[src/hw/can_flags_pkg.sv]
/*
  Constants shared by the CAN status-flag device end, its register-side
  controller, the checker and the bench.
  Assumes a single 100 MHz core clock and 32-bit APB software access.
*/
package can_flags_pkg;
  // receiver flag and enable bit positions
  localparam int WAKE_BIT = 7;
  localparam int RX_WARN_BIT = 6;
  localparam int TX_WARN_BIT = 5;
  localparam int RX_PASSIVE_BIT = 4;
  localparam int TX_PASSIVE_BIT = 3;
  localparam int BUS_OFF_BIT = 2;
  localparam int OVERRUN_BIT = 1;
  localparam int RX_FULL_BIT = 0;
  // error-class flags feeding the shared error interrupt
  localparam logic [7:0] ERROR_CLASS_MASK = 8'h7E;

  // transmitter flag layout: acknowledges high, empty flags low
  localparam int TX_BUFFERS = 3;
  localparam int ABORT_ACK_LSB = 4;
  localparam int TX_EMPTY_LSB = 0;
  // transmitter control layout: abort requests high, enables low
  localparam int ABORT_REQ_LSB = 4;
  localparam int TX_ENABLE_LSB = 0;

  // error counter thresholds
  localparam int COUNT_WIDTH = 9;
  localparam logic [8:0] WARN_LIMIT = 9'h060;     // 96
  localparam logic [8:0] PASSIVE_LIMIT = 9'h080;  // 128
  localparam logic [8:0] COUNT_MAX = 9'h0FF;      // 255
  // bus-off recovery: occurrences of eleven recessive bits
  localparam int RECOVERY_OCCURRENCES = 128;

  // values after reset
  localparam logic [7:0] RX_FLAGS_RESET = 8'h00;
  localparam logic [7:0] RX_ENABLES_RESET = 8'h00;
  localparam logic [2:0] TX_EMPTY_RESET = 3'h7;
  localparam logic [2:0] TX_ENABLES_RESET = 3'h0;
  localparam logic CONTROL_RESET = 1'b0;

  // software register byte offsets
  localparam logic [7:0] MODULE_CONTROL_OFFSET = 8'h00;
  localparam logic [7:0] RX_FLAGS_OFFSET = 8'h04;
  localparam logic [7:0] RX_ENABLES_OFFSET = 8'h08;
  localparam logic [7:0] TX_FLAGS_OFFSET = 8'h0C;
  localparam logic [7:0] TX_CONTROL_OFFSET = 8'h10;
  localparam logic [7:0] IRQ_STATUS_OFFSET = 8'h14;
  localparam int SOFT_RESET_BIT = 0;
endpackage

[src/hw/can_flags_if.sv]
/*
  Interface joining the register-side controller to the CAN status-flag
  device end. Strobes are one-cycle pulses, the rest are levels.
  Assumes both ends run on the same core clock.
*/
`timescale 1ns/10ps
interface can_flags_if;
  // controller to device
  logic softReset;
  logic [7:0] rxFlagClear;
  logic [7:0] rxEnable;
  logic [2:0] txEmptyClear;
  logic [2:0] abortSet;
  logic [2:0] txEnable;
  // device to controller
  logic [7:0] rxFlags;
  logic [7:0] txFlags;
  logic [2:0] abortRequest;
  logic wakeIrq;
  logic errIrq;
  logic rxIrq;
  logic txIrq;

  modport dev (
    input softReset, rxFlagClear, rxEnable, txEmptyClear, abortSet,
    input txEnable,
    output rxFlags, txFlags, abortRequest, wakeIrq, errIrq, rxIrq, txIrq
  );
  modport host (
    output softReset, rxFlagClear, rxEnable, txEmptyClear, abortSet,
    output txEnable,
    input rxFlags, txFlags, abortRequest, wakeIrq, errIrq, rxIrq, txIrq
  );
endinterface

[src/hw/busoff_recovery_counter.sv]
/*
  Counts occurrences of eleven consecutive recessive bits while bus-off.
  Assumes tick is a one-cycle pulse from the bit engine on the core clock.
*/
`timescale 1ns/10ps
module busoff_recovery_counter
  import can_flags_pkg::*;
#(
  parameter int OCCURRENCES = RECOVERY_OCCURRENCES
) (
  input wire logic core_clk,
  input wire logic rst,
  input wire logic clear,
  input wire logic tick,
  output logic done
);
  localparam int W = $clog2(OCCURRENCES + 1);
  localparam logic [W-1:0] LAST = W'(OCCURRENCES - 1);
  logic [W-1:0] count;

  // count ticks until the last one, then hold done until cleared
  always_ff @(posedge core_clk or posedge rst) begin
    if (rst) begin
      count <= '0;
      done <= 1'b0;
    end else if (clear) begin
      count <= '0;
      done <= 1'b0;
    end else if (tick && !done) begin
      count <= count + W'(1);
      if (count == LAST) begin
        done <= 1'b1;
      end
    end
  end
endmodule

[src/hw/can_status_flags.sv]
/*
  Device end: receiver flags, transmitter empty flags, abort handling and
  interrupt generation of a CAN controller.
  Assumes error counts and events come from the protocol engine on the
  same core clock; events are one-cycle pulses.
*/
// Our own choices: the address map and the APB slave port.
`timescale 1ns/10ps
module can_status_flags
  import can_flags_pkg::*;
#(
  parameter int BUFFERS = TX_BUFFERS
) (
  input wire logic core_clk,
  input wire logic rst,
  can_flags_if.dev bus,
  input wire logic [COUNT_WIDTH-1:0] receiveErrorCount,
  input wire logic [COUNT_WIDTH-1:0] transmitErrorCount,
  input wire logic sleepBusActivity,
  input wire logic overrunEvent,
  input wire logic rxMessageDone,
  input wire logic recessive11Seen,
  input wire logic [BUFFERS-1:0] txSent,
  input wire logic [BUFFERS-1:0] txAborted,
  output logic foregroundLoad,
  output logic protocolAbort,
  output logic [BUFFERS-1:0] abortPending,
  output logic wakeIrq,
  output logic errIrq,
  output logic rxIrq,
  output logic txIrq
);
  logic [7:0] rxFlags;
  logic [7:0] rxSet;
  logic [7:0] rxClearable;
  logic [BUFFERS-1:0] txEmpty;
  logic [BUFFERS-1:0] abortAck;
  logic [BUFFERS-1:0] txEmptySet;
  logic recoveryDone;
  // raw threshold results, before the other flags are taken into account
  logic countersWarnRx;
  logic countersWarnTx;
  logic countersPassiveRx;
  logic countersPassiveTx;
  logic countersBusOff;

  // threshold compares on the error counters
  assign countersWarnRx = receiveErrorCount >= WARN_LIMIT;
  assign countersWarnTx = transmitErrorCount >= WARN_LIMIT;
  assign countersPassiveRx = receiveErrorCount >= PASSIVE_LIMIT;
  assign countersPassiveTx = (transmitErrorCount >= PASSIVE_LIMIT) &&
                             (transmitErrorCount <= COUNT_MAX);
  assign countersBusOff = transmitErrorCount > COUNT_MAX;

  // setting conditions of each receiver flag
  always_comb begin
    rxSet = '0;
    rxSet[WAKE_BIT] = sleepBusActivity;
    rxSet[RX_WARN_BIT] = countersWarnRx && !rxFlags[RX_PASSIVE_BIT] &&
      !rxFlags[TX_PASSIVE_BIT] && !rxFlags[BUS_OFF_BIT];
    rxSet[TX_WARN_BIT] = countersWarnTx && !rxFlags[RX_PASSIVE_BIT] &&
      !rxFlags[TX_PASSIVE_BIT] && !rxFlags[BUS_OFF_BIT];
    rxSet[RX_PASSIVE_BIT] = countersPassiveRx &&
      !rxFlags[BUS_OFF_BIT];
    rxSet[TX_PASSIVE_BIT] = countersPassiveTx &&
      !rxFlags[BUS_OFF_BIT];
    rxSet[BUS_OFF_BIT] = countersBusOff;
    rxSet[OVERRUN_BIT] = overrunEvent;
    rxSet[RX_FULL_BIT] = rxMessageDone && !rxFlags[RX_FULL_BIT];
  end

  // a flag may clear only once its cause has gone
  always_comb begin
    rxClearable = 8'hFF;
    // wake, overrun and full have no lasting cause and clear at once
    rxClearable[RX_WARN_BIT] = !countersWarnRx;
    rxClearable[TX_WARN_BIT] = !countersWarnTx;
    rxClearable[RX_PASSIVE_BIT] = !countersPassiveRx;
    rxClearable[TX_PASSIVE_BIT] = !countersPassiveTx;
    rxClearable[BUS_OFF_BIT] = recoveryDone && !countersBusOff;
  end

  // bus-off recovery runs only while the bus-off flag stands
  busoff_recovery_counter #(
    .OCCURRENCES(RECOVERY_OCCURRENCES)
  ) busoff_recovery_counter_inst (
    .core_clk(core_clk),
    .rst(rst),
    .clear(bus.softReset || !rxFlags[BUS_OFF_BIT]),
    .tick(recessive11Seen),
    .done(recoveryDone)
  );

  // receiver flags: set wins over a write-one clear
  for (genvar i = 0; i < 8; i++) begin : g_rx_flag
    always_ff @(posedge core_clk or posedge rst) begin
      if (rst) begin
        rxFlags[i] <= RX_FLAGS_RESET[i];
      end else if (bus.softReset) begin
        rxFlags[i] <= RX_FLAGS_RESET[i];
      end else if (rxSet[i]) begin
        rxFlags[i] <= 1'b1;
      end else if (bus.rxFlagClear[i] && rxClearable[i]) begin
        rxFlags[i] <= 1'b0;
      end
    end
  end

  // per-buffer empty flag, abort acknowledge and abort request
  for (genvar b = 0; b < BUFFERS; b++) begin : g_tx_buffer
    // an abort only empties a buffer whose request is still pending
    assign txEmptySet[b] = txSent[b] || (txAborted[b] && abortPending[b]);

    always_ff @(posedge core_clk or posedge rst) begin
      if (rst) begin
        txEmpty[b] <= TX_EMPTY_RESET[b];
        abortAck[b] <= 1'b0;
      end else if (bus.softReset) begin
        txEmpty[b] <= TX_EMPTY_RESET[b];
        abortAck[b] <= 1'b0;
      end else if (txEmptySet[b]) begin
        txEmpty[b] <= 1'b1;
        abortAck[b] <= txAborted[b] && abortPending[b];
      end else if (bus.txEmptyClear[b]) begin
        txEmpty[b] <= 1'b0;
        abortAck[b] <= 1'b0;
      end
    end

    // software may request an abort only of a scheduled buffer
    always_ff @(posedge core_clk or posedge rst) begin
      if (rst) begin
        abortPending[b] <= 1'b0;
      end else if (bus.softReset || txEmptySet[b]) begin
        abortPending[b] <= 1'b0;
      end else if (bus.abortSet[b] && !txEmpty[b]) begin
        abortPending[b] <= 1'b1;
      end
    end
  end

  // background to foreground move, blocked while the buffer is full
  // a message arriving while full stays in the background buffer
  always_ff @(posedge core_clk or posedge rst) begin
    if (rst) begin
      foregroundLoad <= 1'b0;
    end else begin
      foregroundLoad <= rxSet[RX_FULL_BIT] && !bus.softReset;
    end
  end

  // soft reset stops bus traffic; counters are kept outside
  always_ff @(posedge core_clk or posedge rst) begin
    if (rst) begin
      protocolAbort <= 1'b1;
    end else begin
      protocolAbort <= bus.softReset;
    end
  end

  // interrupt requests, levels while flag and enable are both set
  // levels, so a cause that was masked fires as soon as it is unmasked
  always_ff @(posedge core_clk or posedge rst) begin
    if (rst) begin
      wakeIrq <= 1'b0;
      errIrq <= 1'b0;
      rxIrq <= 1'b0;
      txIrq <= 1'b0;
    end else begin
      wakeIrq <= rxFlags[WAKE_BIT] && bus.rxEnable[WAKE_BIT];
      rxIrq <= rxFlags[RX_FULL_BIT] && bus.rxEnable[RX_FULL_BIT];
      errIrq <= |(rxFlags & bus.rxEnable & ERROR_CLASS_MASK);
      txIrq <= |(txEmpty & bus.txEnable);
    end
  end

  // status back to the controller
  assign bus.rxFlags = rxFlags;
  assign bus.txFlags = {1'b0, abortAck, 1'b0, txEmpty};
  assign bus.abortRequest = abortPending;
  assign bus.wakeIrq = wakeIrq;
  assign bus.errIrq = errIrq;
  assign bus.rxIrq = rxIrq;
  assign bus.txIrq = txIrq;
endmodule

[src/flat_wrapper.sv]
// flat-port wrapper written by rule: the top's interface ports become plain ports
module can_status_flags_flat import can_flags_pkg::*;
#(
  parameter int BUFFERS = TX_BUFFERS
)
  (core_clk, rst, receiveErrorCount, transmitErrorCount, sleepBusActivity, overrunEvent, rxMessageDone, recessive11Seen, txSent, txAborted, foregroundLoad, protocolAbort, abortPending, wakeIrq, errIrq, rxIrq, txIrq, bus_softReset, bus_rxFlagClear, bus_rxEnable, bus_txEmptyClear, bus_abortSet, bus_txEnable, bus_rxFlags, bus_txFlags, bus_abortRequest, bus_wakeIrq, bus_errIrq, bus_rxIrq, bus_txIrq);
  can_flags_if bus_i ();
  input wire logic core_clk;
  input wire logic rst;
  input wire logic [COUNT_WIDTH-1:0] receiveErrorCount;
  input wire logic [COUNT_WIDTH-1:0] transmitErrorCount;
  input wire logic sleepBusActivity;
  input wire logic overrunEvent;
  input wire logic rxMessageDone;
  input wire logic recessive11Seen;
  input wire logic [BUFFERS-1:0] txSent;
  input wire logic [BUFFERS-1:0] txAborted;
  output logic foregroundLoad;
  output logic protocolAbort;
  output logic [BUFFERS-1:0] abortPending;
  output logic wakeIrq;
  output logic errIrq;
  output logic rxIrq;
  output logic txIrq;
  input wire logic [$bits(bus_i.softReset)-1:0] bus_softReset;
  input wire logic [$bits(bus_i.rxFlagClear)-1:0] bus_rxFlagClear;
  input wire logic [$bits(bus_i.rxEnable)-1:0] bus_rxEnable;
  input wire logic [$bits(bus_i.txEmptyClear)-1:0] bus_txEmptyClear;
  input wire logic [$bits(bus_i.abortSet)-1:0] bus_abortSet;
  input wire logic [$bits(bus_i.txEnable)-1:0] bus_txEnable;
  output wire logic [$bits(bus_i.rxFlags)-1:0] bus_rxFlags;
  output wire logic [$bits(bus_i.txFlags)-1:0] bus_txFlags;
  output wire logic [$bits(bus_i.abortRequest)-1:0] bus_abortRequest;
  output wire logic [$bits(bus_i.wakeIrq)-1:0] bus_wakeIrq;
  output wire logic [$bits(bus_i.errIrq)-1:0] bus_errIrq;
  output wire logic [$bits(bus_i.rxIrq)-1:0] bus_rxIrq;
  output wire logic [$bits(bus_i.txIrq)-1:0] bus_txIrq;
  assign bus_i.softReset = bus_softReset;
  assign bus_i.rxFlagClear = bus_rxFlagClear;
  assign bus_i.rxEnable = bus_rxEnable;
  assign bus_i.txEmptyClear = bus_txEmptyClear;
  assign bus_i.abortSet = bus_abortSet;
  assign bus_i.txEnable = bus_txEnable;
  assign bus_rxFlags = bus_i.rxFlags;
  assign bus_txFlags = bus_i.txFlags;
  assign bus_abortRequest = bus_i.abortRequest;
  assign bus_wakeIrq = bus_i.wakeIrq;
  assign bus_errIrq = bus_i.errIrq;
  assign bus_rxIrq = bus_i.rxIrq;
  assign bus_txIrq = bus_i.txIrq;
  can_status_flags #(.BUFFERS(BUFFERS)) u_core (.core_clk(core_clk), .rst(rst), .bus(bus_i), .receiveErrorCount(receiveErrorCount), .transmitErrorCount(transmitErrorCount), .sleepBusActivity(sleepBusActivity), .overrunEvent(overrunEvent), .rxMessageDone(rxMessageDone), .recessive11Seen(recessive11Seen), .txSent(txSent), .txAborted(txAborted), .foregroundLoad(foregroundLoad), .protocolAbort(protocolAbort), .abortPending(abortPending), .wakeIrq(wakeIrq), .errIrq(errIrq), .rxIrq(rxIrq), .txIrq(txIrq));
endmodule
[config.mk]
export PLATFORM = sky130hd
export DESIGN_NAME = can_status_flags_flat
export DESIGN_NICKNAME = d
export VERILOG_FILES = /design/src/hw/can_flags_pkg.sv /design/src/hw/can_flags_if.sv /design/src/hw/busoff_recovery_counter.sv /design/src/hw/can_status_flags.sv /design/src/flat_wrapper.sv
export SDC_FILE = /design/constraint.sdc
export NUM_CORES = 1
export LEC_CHECK = 0
export ABC_AREA = 0
export BUFFER_PORTS_ARGS = -buffer_cell sky130_fd_sc_hd__buf_2
export CAP_MARGIN = 20
export CORE_MARGIN = 2
export CORE_UTILIZATION = 35
export DETAILED_ROUTE_END_ITERATION = 10
export PLACE_DENSITY = 0.72
export SYNTH_ARGS = -nofsm -noshare
export SYNTH_HDL_FRONTEND = slang
export SYNTH_SLANG_ARGS = --single-unit
[constraint.sdc]
create_clock -name core_clk -period 1.8 [get_ports core_clk]
set_input_delay 0.27 -clock core_clk [delete_from_list [all_inputs] [get_ports core_clk]]
set_output_delay 0.27 -clock core_clk [all_outputs]
set_load 0.005 [all_outputs]
==> impl_metrics.json <==
{
  "post_cts_buffers": 0,
  "initial_core_util_pct": 36.00,
  "total_power_mw": 1.518,
  "finClkSkew_ns": 0.004279,
  "dieArea_mm2": 0.004996,
  "antennaDiodeCount": 0,
  "dp_worst_setup_slack_ns": 0.5033,
  "drt_iter0_markers": 30,
  "yosysTopAreaCell": "dfrtp_1",
  "maxCapViolCount": 0,
  "synth_area_leaders": "dfrtp_1, dfstp_2, buf_4",
  "ys.flop_type": "dfrtp_1",
  "yosysSeqAreaShare_pct": 51.77,
  "grt_max_degree": 25,
  "final_cell_area_mm2": 0.002041,
  "yosys_warnings": 0,
  "cts-hold-fix-buffers": 1,
  "power_density_mw_per_mm2": 744.0,
  "syn_area_mm2": 0.001556,
  "cts_resized": 0,
  "synth_area_per_cell_um2": 9.978,
  "min_path_type": "primary input to flip-flop",
  "status": "completed",
  "drtAntennaViolNets": 0,
  "synth.most_common_cell": "dfrtp_1",
  "nNetsFinal": 287,
  "setup_slack_ns": 0.5088,
  "grt_pass1_wl_mm": 5.506,
  "synth.top_cell.area_share_pct": 45.02,
  "fin_setup_tns_ns": 0,
  "syn_to_final_growth_pct": 31.11,
  "crit_fanout": 5,
  "setup.worst_path.start_class": "flip-flop",
  "fillers": 414,
  "grt_pass1_vias": 1289,
  "vias_per_cell": 4.700,
  "hold_viol_final": 0,
  "fp.coreArea_mm2": 0.004324,
  "dr.pass1.iters": 4,
  "antenna_found_initial": 0,
  "cts_max_level": 2,
  "ioPinCount": 88,
  "cp_data_arrival_time_ns": 1.49,
  "dr_total_vias": 1330,
  "drcViolationCount": 0,
  "hpwl_mm": 2.448,
  "clockRootBuffer": "clkbuf_8",
  "place_congestion": 0.7942,
  "clockBufferDepth": 2,
  "cts_tree": "built",
  "synth.distinct_cells": 38,
  "cts.sinks": 32,
  "crit_path_end_kind": "flip-flop",
  "drive_gt1_share_pct": 39.39,
  "synthTopCellsByCount": "dfrtp_1, nor2_1, a21oi_1, inv_1, nand2_1",
  "port_buffers": 75,
  "peakVddDrop_mv": 0.3309,
  "p_leak_nw": 1.031,
  "place_area_mm2": 0.001941,
  "ff_latch_area_um2": 805.8,
  "grt_use_total_pct": 13.68,
  "rsz0062_at_grt": "no",
  "rows": 24,
  "cts.clk_slew.worst_paths_ns": 0.06,
  "fmax_mhz": 774.5,
  "synth_edf_count": 0,
  "post-route-min-period_ns": 1.291,
  "crit_required_ns": 2.00,
  "overflow": 0,
  "setup_viol": 0,
  "postSynth.asyncResetShare_pct": 100.0,
  "whs_ns": 0.1417,
  "fp.dieW_um": 70.69,
  "wirelength_mm": 3.166,
  "routedWlPerCell_um": 11.19,
  "cts_made_buffers": 5,
  "clk_latency_ns": 0.28,
  "multiInputGateArea_um2": 621.8,
  "ys_ff_latch": 32,
  "slew_viol_final": 0,
  "die_h_um": 70.69,
  "syn_inst": 156,
  "fin_crit_sh_pct": 71.74,
  "path_class": "flip-flop to flip-flop"
}
-- where the power goes --
group	switching [mW]	total, mW	internal [mW]	leakage (nW)
Sequential	0.0250	0.776	0.751	0.415
Clock	0.243	0.554	0.311	0.0455
Combinational	0.0897	0.188	0.0983	0.570
Total	0.357	1.52	1.16	1.03
-- per-layer routing --
metal | track usage, % | up-vias | part of all wire (%)
met2 | 22.22 | 52 | 46
li1 | - | 672 | -
met3 | 5.271 | 6 | 7.4
met5 | 0 | - | 0
met1 | 17.09 | 600 | 46
met4 | 3.774 | 0 | 1.2
-- area by class of cell --
type	count	share of cell area [%]
Sequential cell	32	39.48
Tap cell	52	3.188
Multi-Input combinational cell	101	30.47
Clock buffer	8	4.414
Timing Repair Buffer	78	20.23
Inverter	12	2.207
-- cell usage in the layout, fill, tap and decap left out, types with 2 or more instances in the layout --
cell type and count:
a21oi_1 13, nand3_1 3, nor2b_1 6, inv_1 12, dfstp_2 4, nor2_1 16
clkbuf_8 6, nand2b_1 6, nor3_1 5, conb_1 2, a22oi_1 5, a211oi_1 2
dfrtp_1 28, mux2i_1 2, o31ai_1 3, or3_1 2, and2_1 2, nand2_1 10
o21ai_0 6, xnor2_1 2, clkbuf_1 2, o311ai_0 2, buf_2 75
-- critical path, cell delays in order (launching register included) --
cell       delay, ns
dfrtp_1         0.42
nand4_2         0.19
a2111oi_4       0.37
mux2i_1         0.23
-- sequential cells by signal, indices dropped and copies added, names as in the netlist --
register,flops
u_core.abortPending,3
u_core.bus.errIrq,1
u_core.bus.rxFlags,8
u_core.bus.rxIrq,1
u_core.bus.txFlags,6
u_core.bus.txIrq,1
u_core.bus.wakeIrq,1
u_core.busoff_recovery_counter_inst.count,8
u_core.busoff_recovery_counter_inst.done,1
u_core.foregroundLoad,1
u_core.protocolAbort,1
-- final timing paths --
| check | startpoint | to | slack (ns) | cells after the start |
|---|---|---|---|---|
| worst max-delay path | u_core.busoff_recovery_counter_inst.count[3] | u_core.busoff_recovery_counter_inst.count[7] | 0.51 | 3 |
| max in group asynchronous | rst | u_core.bus.txFlags[1] | 0.77 | 4 |
| worst min register to register | u_core.bus.rxFlags[0] | u_core.foregroundLoad | 0.50 | 1 |
| worst min-delay path | bus_txEmptyClear[0] | u_core.bus.txFlags[0] | 0.14 | 2 |
| worst max register to register | u_core.busoff_recovery_counter_inst.count[3] | u_core.busoff_recovery_counter_inst.count[7] | 0.51 | 3 |
| min in group asynchronous | rst | u_core.bus.wakeIrq | 0.51 | 3 |
-- stage by stage --
stage | utilization, % | std cells
after global placement | 44.88 | 274
final | 47.19 | 283
after detailed placement | 44.88 | 274
after global routing | 47.19 | 283
after CTS | 47.19 | 283
after floorplan | - | 157
-- kinds of logic (layout without fill, tap and decap cells) --
logic type / Yosys count / in the layout / share of synthesized area (%)
other: 1 / 2 / 0.2409
buffers and inverters: 24 / 98 / 8.520
XOR/XNOR: 2 / 2 / 1.126
flip-flops: 32 / 32 / 51.77
AND/OR/NAND/NOR: 56 / 56 / 19.21
multiplexers: 2 / 2 / 1.286
AO/OA/AOI/OAI: 38 / 38 / 17.04
adder cells (fa/ha/maj): 1 / 1 / 0.8037
Note: power is estimated with default switching activity, not from simulation.
